==> src/rtl/fpp_regs.svh <==
`ifndef FPP_REGS_SVH
`define FPP_REGS_SVH

// ----------------------------------------------------------------
// Register offsets in the data file
// ----------------------------------------------------------------
`define FPP_OFS_STATUS 5'h03
`define FPP_OFS_PORT 5'h06

// ----------------------------------------------------------------
// Field positions
// ----------------------------------------------------------------
`define FPP_ST_PIN_WAKE 7
`define FPP_ST_CMP_WAKE 6
`define FPP_OPT_WAKE_N 7
`define FPP_OPT_PULL_N 6
`define FPP_OPT_TMR_EXT 5
`define FPP_PIN_MASTER_CLEAR 3

// ----------------------------------------------------------------
// Reset values
// ----------------------------------------------------------------
`define FPP_DIR_RST 4'hF
`define FPP_OPT_RST 8'hFF
`define FPP_LATCH_RST 4'h0

`endif

==> src/rtl/fpp_pkg.sv <==
package fpp_pkg;

  // Wake-on-change tracker states
  typedef enum logic [2:0] {
    FPP_WK_RUN   = 3'b001,
    FPP_WK_ARMED = 3'b010,
    FPP_WK_FIRED = 3'b100
  } fpp_wake_e;

  typedef logic [7:0] fpp_byte_t;
  typedef logic [3:0] fpp_nib_t;

endpackage

==> src/rtl/fpp_mux_if.sv <==
`timescale 1ns/1ns
// Pin function selection between port core and pin mux
interface fpp_mux_if;
  logic [3:0] dir;
  logic [3:0] latch;
  logic cmp_en;
  logic cmp_out_en;
  logic cmp_out;
  logic osc_q_en;
  logic osc_q;
  logic tmr_ext;
  logic [2:0] drv_val;
  logic [2:0] drv_oe;
  logic tmr_ext_sel;

  modport core (
    output dir, latch, cmp_en, cmp_out_en, cmp_out,
    output osc_q_en, osc_q, tmr_ext,
    input drv_val, drv_oe, tmr_ext_sel
  );
  modport mux (
    input dir, latch, cmp_en, cmp_out_en, cmp_out,
    input osc_q_en, osc_q, tmr_ext,
    output drv_val, drv_oe, tmr_ext_sel
  );
endinterface

==> src/rtl/fpp_sync.sv <==
`timescale 1ns/1ns
// Three-stage pin synchroniser; a change is taken once the
// second and third stages agree, which drops one-cycle glitches.
module fpp_sync #(
  parameter int W = 4
) (
  input wire logic sys_clk,
  input wire logic rst,
  input wire logic [W-1:0] d_in,
  output logic [W-1:0] q_out
);
  logic [W-1:0] s1_r;
  logic [W-1:0] s2_r;
  logic [W-1:0] s3_r;

  if (W < 1) begin : g_chk
    $error("fpp_sync: W must be at least 1");
  end

  // Shift chain; only s2 reads s1
  always_ff @(posedge sys_clk) begin
    if (rst) begin
      s1_r <= '0;
      s2_r <= '0;
      s3_r <= '0;
    end else begin
      s1_r <= d_in;
      s2_r <= s1_r;
      s3_r <= s2_r;
    end
  end

  // Accept per bit when stages two and three agree
  always_ff @(posedge sys_clk) begin
    if (rst) begin
      q_out <= '0;
    end else begin
      for (int i = 0; i < W; i++) begin
        if (s2_r[i] == s3_r[i]) begin
          q_out[i] <= s3_r[i];
        end
      end
    end
  end
endmodule

==> src/rtl/fpp_pinmux.sv <==
`timescale 1ns/1ns
// Pin function precedence for the three drivable pins
module fpp_pinmux (
  fpp_mux_if.mux mx
);
  // ------------------------------------------------------------
  // Precedence
  // ------------------------------------------------------------
  always_comb begin
    // RULE10 - pin zero comparator
    if (mx.cmp_en) begin
      mx.drv_oe[0] = 1'b0;
    end else begin
      mx.drv_oe[0] = ~mx.dir[0];
    end
    mx.drv_val[0] = mx.latch[0];
    // RULE10 - pin one comparator
    if (mx.cmp_en) begin
      mx.drv_oe[1] = 1'b0;
    end else begin
      mx.drv_oe[1] = ~mx.dir[1];
    end
    mx.drv_val[1] = mx.latch[1];
    // RULE10 - pin two order
    mx.tmr_ext_sel = 1'b0;
    if (mx.osc_q_en) begin
      mx.drv_oe[2] = 1'b1;
      mx.drv_val[2] = mx.osc_q;
    end else if (mx.cmp_out_en) begin
      mx.drv_oe[2] = 1'b1;
      mx.drv_val[2] = mx.cmp_out;
    end else if (mx.tmr_ext) begin
      mx.drv_oe[2] = 1'b0;
      mx.drv_val[2] = mx.latch[2];
      mx.tmr_ext_sel = 1'b1;
    end else begin
      // RULE8 - direction sets driver
      mx.drv_oe[2] = ~mx.dir[2];
      mx.drv_val[2] = mx.latch[2];
    end
  end
endmodule

==> src/rtl/fpp_port.sv <==
`timescale 1ns/1ns
`include "fpp_regs.svh"

// Contract
// RULE1 - Port reads return present pin levels, never the latches.
// RULE2 - Any reset sets every direction bit, so all pins float.
// RULE3 - Port value is eight bits; bits 7 to 4 read zero.
// RULE4 - Pin 3 is input only; its driver never turns on.
// RULE5 - Pins 0, 1, 3 get pull-ups and wake-on-change, global.
// RULE6 - In master clear mode pin 3 pulls up, no wake.
// RULE7 - Direction-load instruction copies working register into direction.
// RULE8 - Direction 1 floats the driver; 0 drives the latch value.
// RULE9 - Direction register is write-only, never readable.
// RULE10 - Pin function precedence per pin as fixed in the mux.
// RULE11 - External inputs stay stable until the read samples them.
// RULE12 - Output latches hold until software writes them again.
// RULE13 - Pins 0 to 2 each have their own direction bit.
// RULE14 - Pin-change wake flag set only on pin-change wake reset.
// RULE15 - Comparator wake flag set only on comparator wake reset.
// RULE16 - Writes land at cycle end; reads sample at cycle start.
// RULE17 - Bit set/clear read pins, modify, write all latches.
// RULE18 - Port write loads latches; pin 3 latch drives nothing.
module fpp_port #(
  parameter int PIN_W = 4
) (
  input wire logic sys_clk,
  input wire logic rst,
  input wire logic [4:0] reg_addr,
  input wire logic [7:0] reg_wdata,
  input wire logic reg_wr,
  input wire logic reg_rd,
  input wire logic bit_set,
  input wire logic bit_clr,
  input wire logic [2:0] bit_sel,
  input wire logic dir_load,
  input wire logic opt_load,
  input wire logic [7:0] w_reg,
  input wire logic cause_pin_wake,
  input wire logic cause_cmp_wake,
  input wire logic master_clear_mode,
  input wire logic sleep_mode,
  input wire logic cmp_en,
  input wire logic cmp_out_en,
  input wire logic cmp_out,
  input wire logic osc_q_en,
  input wire logic osc_q,
  input wire logic [3:0] pin_in,
  output logic [7:0] reg_rdata,
  output logic [2:0] pin_out,
  output logic [2:0] pin_oe,
  output logic [3:0] pull_en,
  output logic tmr_ext_sel,
  output logic wake_req
);
  if (PIN_W != 4) begin : g_chk
    $error("fpp_port: only four pins are supported");
  end

  // ------------------------------------------------------------
  // Helpers
  // ------------------------------------------------------------
  function automatic fpp_pkg::fpp_nib_t bit_mask(
    input logic [2:0] sel
  );
    bit_mask = 4'h0;
    if (sel < 3'h4) begin
      bit_mask[sel[1:0]] = 1'b1;
    end
  endfunction

  fpp_pkg::fpp_nib_t pin_s;
  fpp_pkg::fpp_nib_t dir_r;
  fpp_pkg::fpp_nib_t latch_r;
  fpp_pkg::fpp_nib_t latch_nxt;
  fpp_pkg::fpp_nib_t wake_mask;
  fpp_pkg::fpp_nib_t ref_r;
  fpp_pkg::fpp_byte_t opt_r;
  fpp_pkg::fpp_wake_e wk_r;
  fpp_pkg::fpp_wake_e wk_nxt;
  logic pin_wuf_r;
  logic cmp_wuf_r;
  logic port_sel;
  logic wake_on;
  logic pins_moved;

  fpp_mux_if mxi ();

  // ------------------------------------------------------------
  // Pin input synchroniser
  // ------------------------------------------------------------
  // RULE11 - pins not latched
  fpp_sync #(
    .W(4)
  ) u_sync (
    .sys_clk(sys_clk),
    .rst(rst),
    .d_in(pin_in),
    .q_out(pin_s)
  );

  assign port_sel = (reg_addr == `FPP_OFS_PORT);

  // ------------------------------------------------------------
  // Direction and option registers
  // ------------------------------------------------------------
  // RULE2 - reset floats pins
  always_ff @(posedge sys_clk) begin
    if (rst) begin
      dir_r <= `FPP_DIR_RST;
    end else if (dir_load) begin
      // RULE7 - load from working reg
      dir_r <= w_reg[3:0];
    end
  end

  // Option register is also write-only; loaded by its instruction
  always_ff @(posedge sys_clk) begin
    if (rst) begin
      opt_r <= `FPP_OPT_RST;
    end else if (opt_load) begin
      opt_r <= w_reg;
    end
  end

  // ------------------------------------------------------------
  // Output latches
  // ------------------------------------------------------------
  // Bit ops use the synchronised pins, so an input pin's level
  // can overwrite its latch; that is the documented hazard.
  always_comb begin
    latch_nxt = latch_r;
    if (port_sel && reg_wr) begin
      // RULE18 - write loads latches
      latch_nxt = reg_wdata[3:0];
    end else if (port_sel && bit_set) begin
      // RULE17 - read modify write
      latch_nxt = pin_s | bit_mask(bit_sel);
    end else if (port_sel && bit_clr) begin
      // RULE17 - read modify write
      latch_nxt = pin_s & ~bit_mask(bit_sel);
    end
  end

  // RULE16 - latch at cycle end
  always_ff @(posedge sys_clk) begin
    if (rst) begin
      latch_r <= `FPP_LATCH_RST;
    end else begin
      // RULE12 - hold unless written
      latch_r <= latch_nxt;
    end
  end

  // ------------------------------------------------------------
  // Pin drivers
  // ------------------------------------------------------------
  assign mxi.dir = dir_r;
  assign mxi.latch = latch_r;
  assign mxi.cmp_en = cmp_en;
  assign mxi.cmp_out_en = cmp_out_en;
  assign mxi.cmp_out = cmp_out;
  assign mxi.osc_q_en = osc_q_en;
  assign mxi.osc_q = osc_q;
  assign mxi.tmr_ext = opt_r[`FPP_OPT_TMR_EXT];

  fpp_pinmux u_mux (
    .mx(mxi.mux)
  );

  // RULE13 - per pin direction
  always_ff @(posedge sys_clk) begin
    if (rst) begin
      pin_oe <= 3'h0;
      pin_out <= 3'h0;
      tmr_ext_sel <= 1'b0;
    end else begin
      // RULE4 - no pin 3 driver
      pin_oe <= mxi.drv_oe;
      pin_out <= mxi.drv_val;
      tmr_ext_sel <= mxi.tmr_ext_sel;
    end
  end

  // ------------------------------------------------------------
  // Pull-ups
  // ------------------------------------------------------------
  // RULE5 - global pull-up enable
  always_ff @(posedge sys_clk) begin
    if (rst) begin
      pull_en <= 4'h0;
    end else begin
      pull_en[0] <= ~opt_r[`FPP_OPT_PULL_N];
      pull_en[1] <= ~opt_r[`FPP_OPT_PULL_N];
      pull_en[2] <= 1'b0;
      // RULE6 - forced pull-up
      pull_en[3] <= ~opt_r[`FPP_OPT_PULL_N] | master_clear_mode;
    end
  end

  // ------------------------------------------------------------
  // Wake on change
  // ------------------------------------------------------------
  // RULE6 - no master clear wake
  assign wake_mask = {~master_clear_mode, 1'b0, 1'b1, 1'b1};
  assign wake_on = ~opt_r[`FPP_OPT_WAKE_N];
  assign pins_moved = |((pin_s ^ ref_r) & wake_mask);

  // Reference is taken at sleep entry, not continuously
  always_ff @(posedge sys_clk) begin
    if (rst) begin
      ref_r <= 4'h0;
    end else if (wk_r == fpp_pkg::FPP_WK_RUN && sleep_mode) begin
      ref_r <= pin_s;
    end
  end

  // RULE5 - global wake enable
  always_comb begin
    wk_nxt = wk_r;
    unique case (wk_r)
      fpp_pkg::FPP_WK_RUN: begin
        if (sleep_mode) begin
          wk_nxt = fpp_pkg::FPP_WK_ARMED;
        end
      end
      fpp_pkg::FPP_WK_ARMED: begin
        if (!sleep_mode) begin
          wk_nxt = fpp_pkg::FPP_WK_RUN;
        end else if (wake_on && pins_moved) begin
          wk_nxt = fpp_pkg::FPP_WK_FIRED;
        end
      end
      fpp_pkg::FPP_WK_FIRED: begin
        if (!sleep_mode) begin
          wk_nxt = fpp_pkg::FPP_WK_RUN;
        end
      end
      default: begin
        wk_nxt = fpp_pkg::FPP_WK_RUN;
      end
    endcase
  end

  always_ff @(posedge sys_clk) begin
    if (rst) begin
      wk_r <= fpp_pkg::FPP_WK_RUN;
      wake_req <= 1'b0;
    end else begin
      wk_r <= wk_nxt;
      wake_req <= (wk_nxt == fpp_pkg::FPP_WK_FIRED);
    end
  end

  // ------------------------------------------------------------
  // Wake cause flags
  // ------------------------------------------------------------
  // Captured while reset is held, so the cause reads afterwards
  always_ff @(posedge sys_clk) begin
    if (rst) begin
      // RULE14 - pin wake cause
      pin_wuf_r <= cause_pin_wake;
      // RULE15 - comparator wake cause
      cmp_wuf_r <= cause_cmp_wake;
    end
  end

  // ------------------------------------------------------------
  // Read port
  // ------------------------------------------------------------
  // RULE9 - direction never decoded
  always_ff @(posedge sys_clk) begin
    if (rst) begin
      reg_rdata <= 8'h00;
    end else if (reg_rd) begin
      if (port_sel) begin
        // RULE1 - pins, not latches
        // RULE3 - upper bits zero
        reg_rdata <= {4'h0, pin_s};
      end else if (reg_addr == `FPP_OFS_STATUS) begin
        reg_rdata <= {pin_wuf_r, cmp_wuf_r, 6'h00};
      end else begin
        reg_rdata <= 8'h00;
      end
    end
  end
endmodule

==> config.mk <==
export PLATFORM = sky130hd
export DESIGN_NAME = fpp_port
export DESIGN_NICKNAME = d
export VERILOG_FILES = /design/src/rtl/fpp_pkg.sv /design/src/rtl/fpp_mux_if.sv /design/src/rtl/fpp_sync.sv /design/src/rtl/fpp_pinmux.sv /design/src/rtl/fpp_port.sv
export VERILOG_INCLUDE_DIRS = /design/src /design/src/rtl
export SDC_FILE = /design/constraint.sdc
export NUM_CORES = 1
export LEC_CHECK = 0
export BUFFER_PORTS_ARGS = -buffer_cell sky130_fd_sc_hd__buf_4
export CAP_MARGIN = 40
export CORE_ASPECT_RATIO = 0.8
export CORE_MARGIN = 1
export CORE_UTILIZATION = 40
export CTS_BUF_LIST = sky130_fd_sc_hd__clkbuf_4 sky130_fd_sc_hd__clkbuf_8
export CTS_CLUSTER_DIAMETER = 60
export DETAILED_ROUTE_END_ITERATION = 10
export GPL_TIMING_DRIVEN = 0
export PLACE_DENSITY_LB_ADDON = 0.12
export SETUP_SLACK_MARGIN = 0.1
export SYNTH_ARGS = -nofsm -noshare
export SYNTH_HDL_FRONTEND = slang
export SYNTH_SLANG_ARGS = --single-unit
==> constraint.sdc <==
create_clock -name sys_clk -period 2.65 [get_ports sys_clk]
set_input_delay 0.1325 -clock sys_clk [delete_from_list [all_inputs] [get_ports sys_clk]]
set_output_delay 0.1325 -clock sys_clk [all_outputs]
set_load 0.02 [all_outputs]
==> impl_metrics.csv <==
group,metric,value,unit
setup_path,cp-end-kind,"flop",
drt,wl_met3,279,µm
power,p_sw,326,µW
sta,rsz0062_at_grt,"false",
setup_path,worstPathArrival,1.44,ns
clock_network,cts_sinks,49,
cells_and_area,final_util,57.2,%
drt,wirelength,3540,µm
clock_network,htree_levels,2,
logic_synthesis,synth_xor_area_share,1.93,%
logic_synthesis,synth_seq_area_share,55.2,%
logic_synthesis,avgSynthCellArea,9.97,µm²
logic_synthesis,synthAdderAreaFrac,0,%
global_route,grt_pass1_vias,1419,
floorplanning,die_h,62.2,µm
sta,max_freq,0.792,GHz
logic_synthesis,synthesis.area,1810,µm²
global_route,grt_max_degree,17,
power,intPower,1.12,mW
logic_synthesis,synth.most_common_cell,"dfxtp_1",
logic_synthesis,syn_inst,182,
power,swShare,22.5,%
logic_synthesis,synth_top_area_cell,"dfxtp_1",
power,sequentialPowerShare,53.6,%
floorplanning,dieArea,4810,µm²
clock_network,worstSkewPairLatency,0.30,ns
cells_and_area,fillers,395,
drt,vias_per_cell,4.73,
drt,met1_length,1750,µm
cells_and_area,syn_to_final_growth,34.1,%
placement,hpwl,2580,µm
placement,io_buffer_count,54,
sta,whs,0.0102,ns
drt,final_antenna_net_count,0,
setup_path,path_class,"flop to flop",
logic_synthesis,yosys-top-cells-area,"dfxtp_1 52%, mux2i_1 6.1%, nor2b_1 5.5%, a21oi_1 4.1%, edfxtp_1 3.3%",
logic_synthesis,synth_compound_area_share,9.17,%
global_route,grt_pass1_wl,6240,µm
power,fin_total_pwr,1.45,mW
power,ir_drop,0.321,mV
setup_path,path_max_fanout,5,
logic_synthesis,yosys.area.top_type_share,51.9,%
drt,avgRoutedWirePerCell,11.6,µm
setup_path,slowest_delay,0.45,ns
logic_synthesis,synthTopCellsByCount,"47 x dfxtp_1, 16 x nor2b_1, 15 x a21oi_1, 15 x nand2_1, 13 x nor2_1",
flow_run,max-cap-violations,0,
logic_synthesis,async_reset_ff_share,0,%
clock_network,clockBufferDepth,2,
power,clkPwrFrac,36.6,%
sta,slew_violations,0,
sta,skew,0.00421,ns
clock_network,clk_pin_slew_worst_paths,0.09,ns
logic_synthesis,synth_top_family_by_area,"simple AND/OR/NAND/NOR gates",
sta,worst_pin_slew,0.534,ns
logic_synthesis,synth_mux_area_share,7.31,%
sta,hold_viol,0,
placement,post-place-ws,1.26,ns
cells_and_area,nNetsFinal,292,
sta,slew_headroom,64.4,%
cells_and_area,num_antenna_cells,0,
power,p_comb_share,9.7,%
global_route,antenna_found_initial,0,
clock_network,cts-root-buf,"clkbuf_8",
sta,setup_violations,0,
drt,met2_length,1460,µm
setup_path,cpLargestDelayFamily,"compound AO/OA/AOI/OAI gates",
sta,period_share,47.7,%
sta,setup_ws,1.39,ns
min_path,hold_path.class,"primary input to flop",
drt,drt_iter0_markers,155,
outcome,status,"finished clean",
global_route,overflow,0,
drt,num_vias,1444,
power,leakagePower,1.04,nW
drt,drc,0,
floorplanning,die_x,77.3,µm
logic_synthesis,netlist-cell-type-count,34,
logic_synthesis,yosysWarnings,0,
logic_synthesis,synthSimpleGateAreaFrac,22.5,%
setup_path,cp_cell_sequence,"xnor2_1, o211ai_1, a2111oi_0",
floorplanning,start_util,42.6,%
sta,tns,0,ns
logic_synthesis,synth-seq-cells,49,
global_route,grt_use_total,16.5,%
setup_path,cp_data_required_time,2.83,ns
logic_synthesis,synth_edf_count,2,
placement,gp_congestion,0.697,
clock_network,cts_tree,"built",
logic_synthesis,synthFlopType,"dfxtp_1",
setup_path,cp_num_buf_inv,0,
sta,period_minus_slack,1.26,ns
setup_path,cp-start-kind,"flop",
floorplanning,fp.coreArea,4260,µm²
clock_network,cts_made_buffers,5,
drt,top_layer_used,"met4",
setup_path,critPathSlowestCell,"dfxtp_1",
floorplanning,ioPinCount,65,
power,powerDensity,595,nW/µm²
cells_and_area,drive_above_1_share,29.0,%
floorplanning,rows,21,
drt,first_pass_iters,4,
[what timing repair did]
item | in CTS | in global routing
hold buffers | 2 | 0
setup buffers | 0 | 0
gates resized for setup | 0 | 0
hold endpoints to repair | 3 | 0
[layer usage]
metal | track usage (%) | vias up
met5 | 0 | -
met4 | 6.37 | 0
met3 | 5.00 | 7
met2 | 25.6 | 61
met1 | 21.4 | 634
li1 | - | 742
[power by group through the flow]
stage	Combinational [mW]	Sequential, mW	Clock [mW]
6_report	0.141	0.777	0.530
2_1_floorplan	0.0622	0.798	0
5_1_grt	0.156	0.780	0.580
3_5_place_dp	0.139	0.794	0
4_1_cts	0.142	0.777	0.544
3_3_place_gp	0.137	0.793	0
[final cells by class]
type	instances	area, µm²	share of cell area (%)
Buffer	9	48.8	2.01
Clock buffer	5	68.8	2.83
Clock inverter	3	46.3	1.90
Inverter	5	18.8	0.771
Multi-Input combinational cell	121	753	31.0
Sequential cell	49	1000	41.1
Tap cell	57	71.3	2.93
Timing Repair Buffer	56	425	17.5
[placed cells by master (no fill, tap or decap), types with 3 or more instances in the layout]
master / synthesis / routed
a21oi_1: 15 / 15
buf_4: 4 / 58
clkbuf_1: 4 / 4
clkbuf_8: 0 / 5
conb_1: 1 / 3
dfxtp_1: 47 / 47
inv_1: 4 / 4
mux2i_1: 11 / 11
nand2_1: 15 / 15
nand2b_1: 5 / 5
nand3_1: 5 / 5
nor2_1: 13 / 13
nor2b_1: 16 / 16
nor3_1: 9 / 9
o21ai_0: 5 / 5
xnor2_1: 4 / 4
[flip-flops by register name (all words and copies together), names as in the netlist, 2 cells and up]
register,count
u_sync.s3_r,4
u_sync.q_out,4
u_sync.s1_r,4
wk_r,3
u_sync.s2_r,4
pull_en,2
pin_out,3
opt_r,3
latch_r,3
reg_rdata,6
pin_oe,3
ref_r,3
dir_r,3
[per-stage QoR]
step                      std cells  cell area (µm²)
after global placement          295             2300
after floorplan                 184             1820
after detailed placement        295             2300
final                           305             2430
after CTS                       305             2430
after global routing            305             2430
[kinds of logic after synthesis]
kind of cell	after synthesis
DFF	49
other	1
xor gates and xnor gates	4
muxes	13
AOI/OAI and AO/OA	28
buffers and inverters	14
and+or+nand+nor	73
[worst paths after layout]
check / slack, ns / start / end / depth (start not counted)
setup / recovery: 1.39 / u_sync.q_out[0]$_SDFFE_PP0N_ / wk_r[1]$_SDFF_PP0_ / 3
hold / removal: 0.01 / cause_cmp_wake / cmp_wuf_r$_DFFE_PP_ / 1
setup reg to reg: 1.39 / u_sync.q_out[0]$_SDFFE_PP0N_ / wk_r[1]$_SDFF_PP0_ / 3
hold reg to reg: 0.44 / dir_r[0]$_SDFFE_PP1P_ / pin_oe[0]$_SDFF_PP0_ / 1
(Power assumes the default switching activity.)
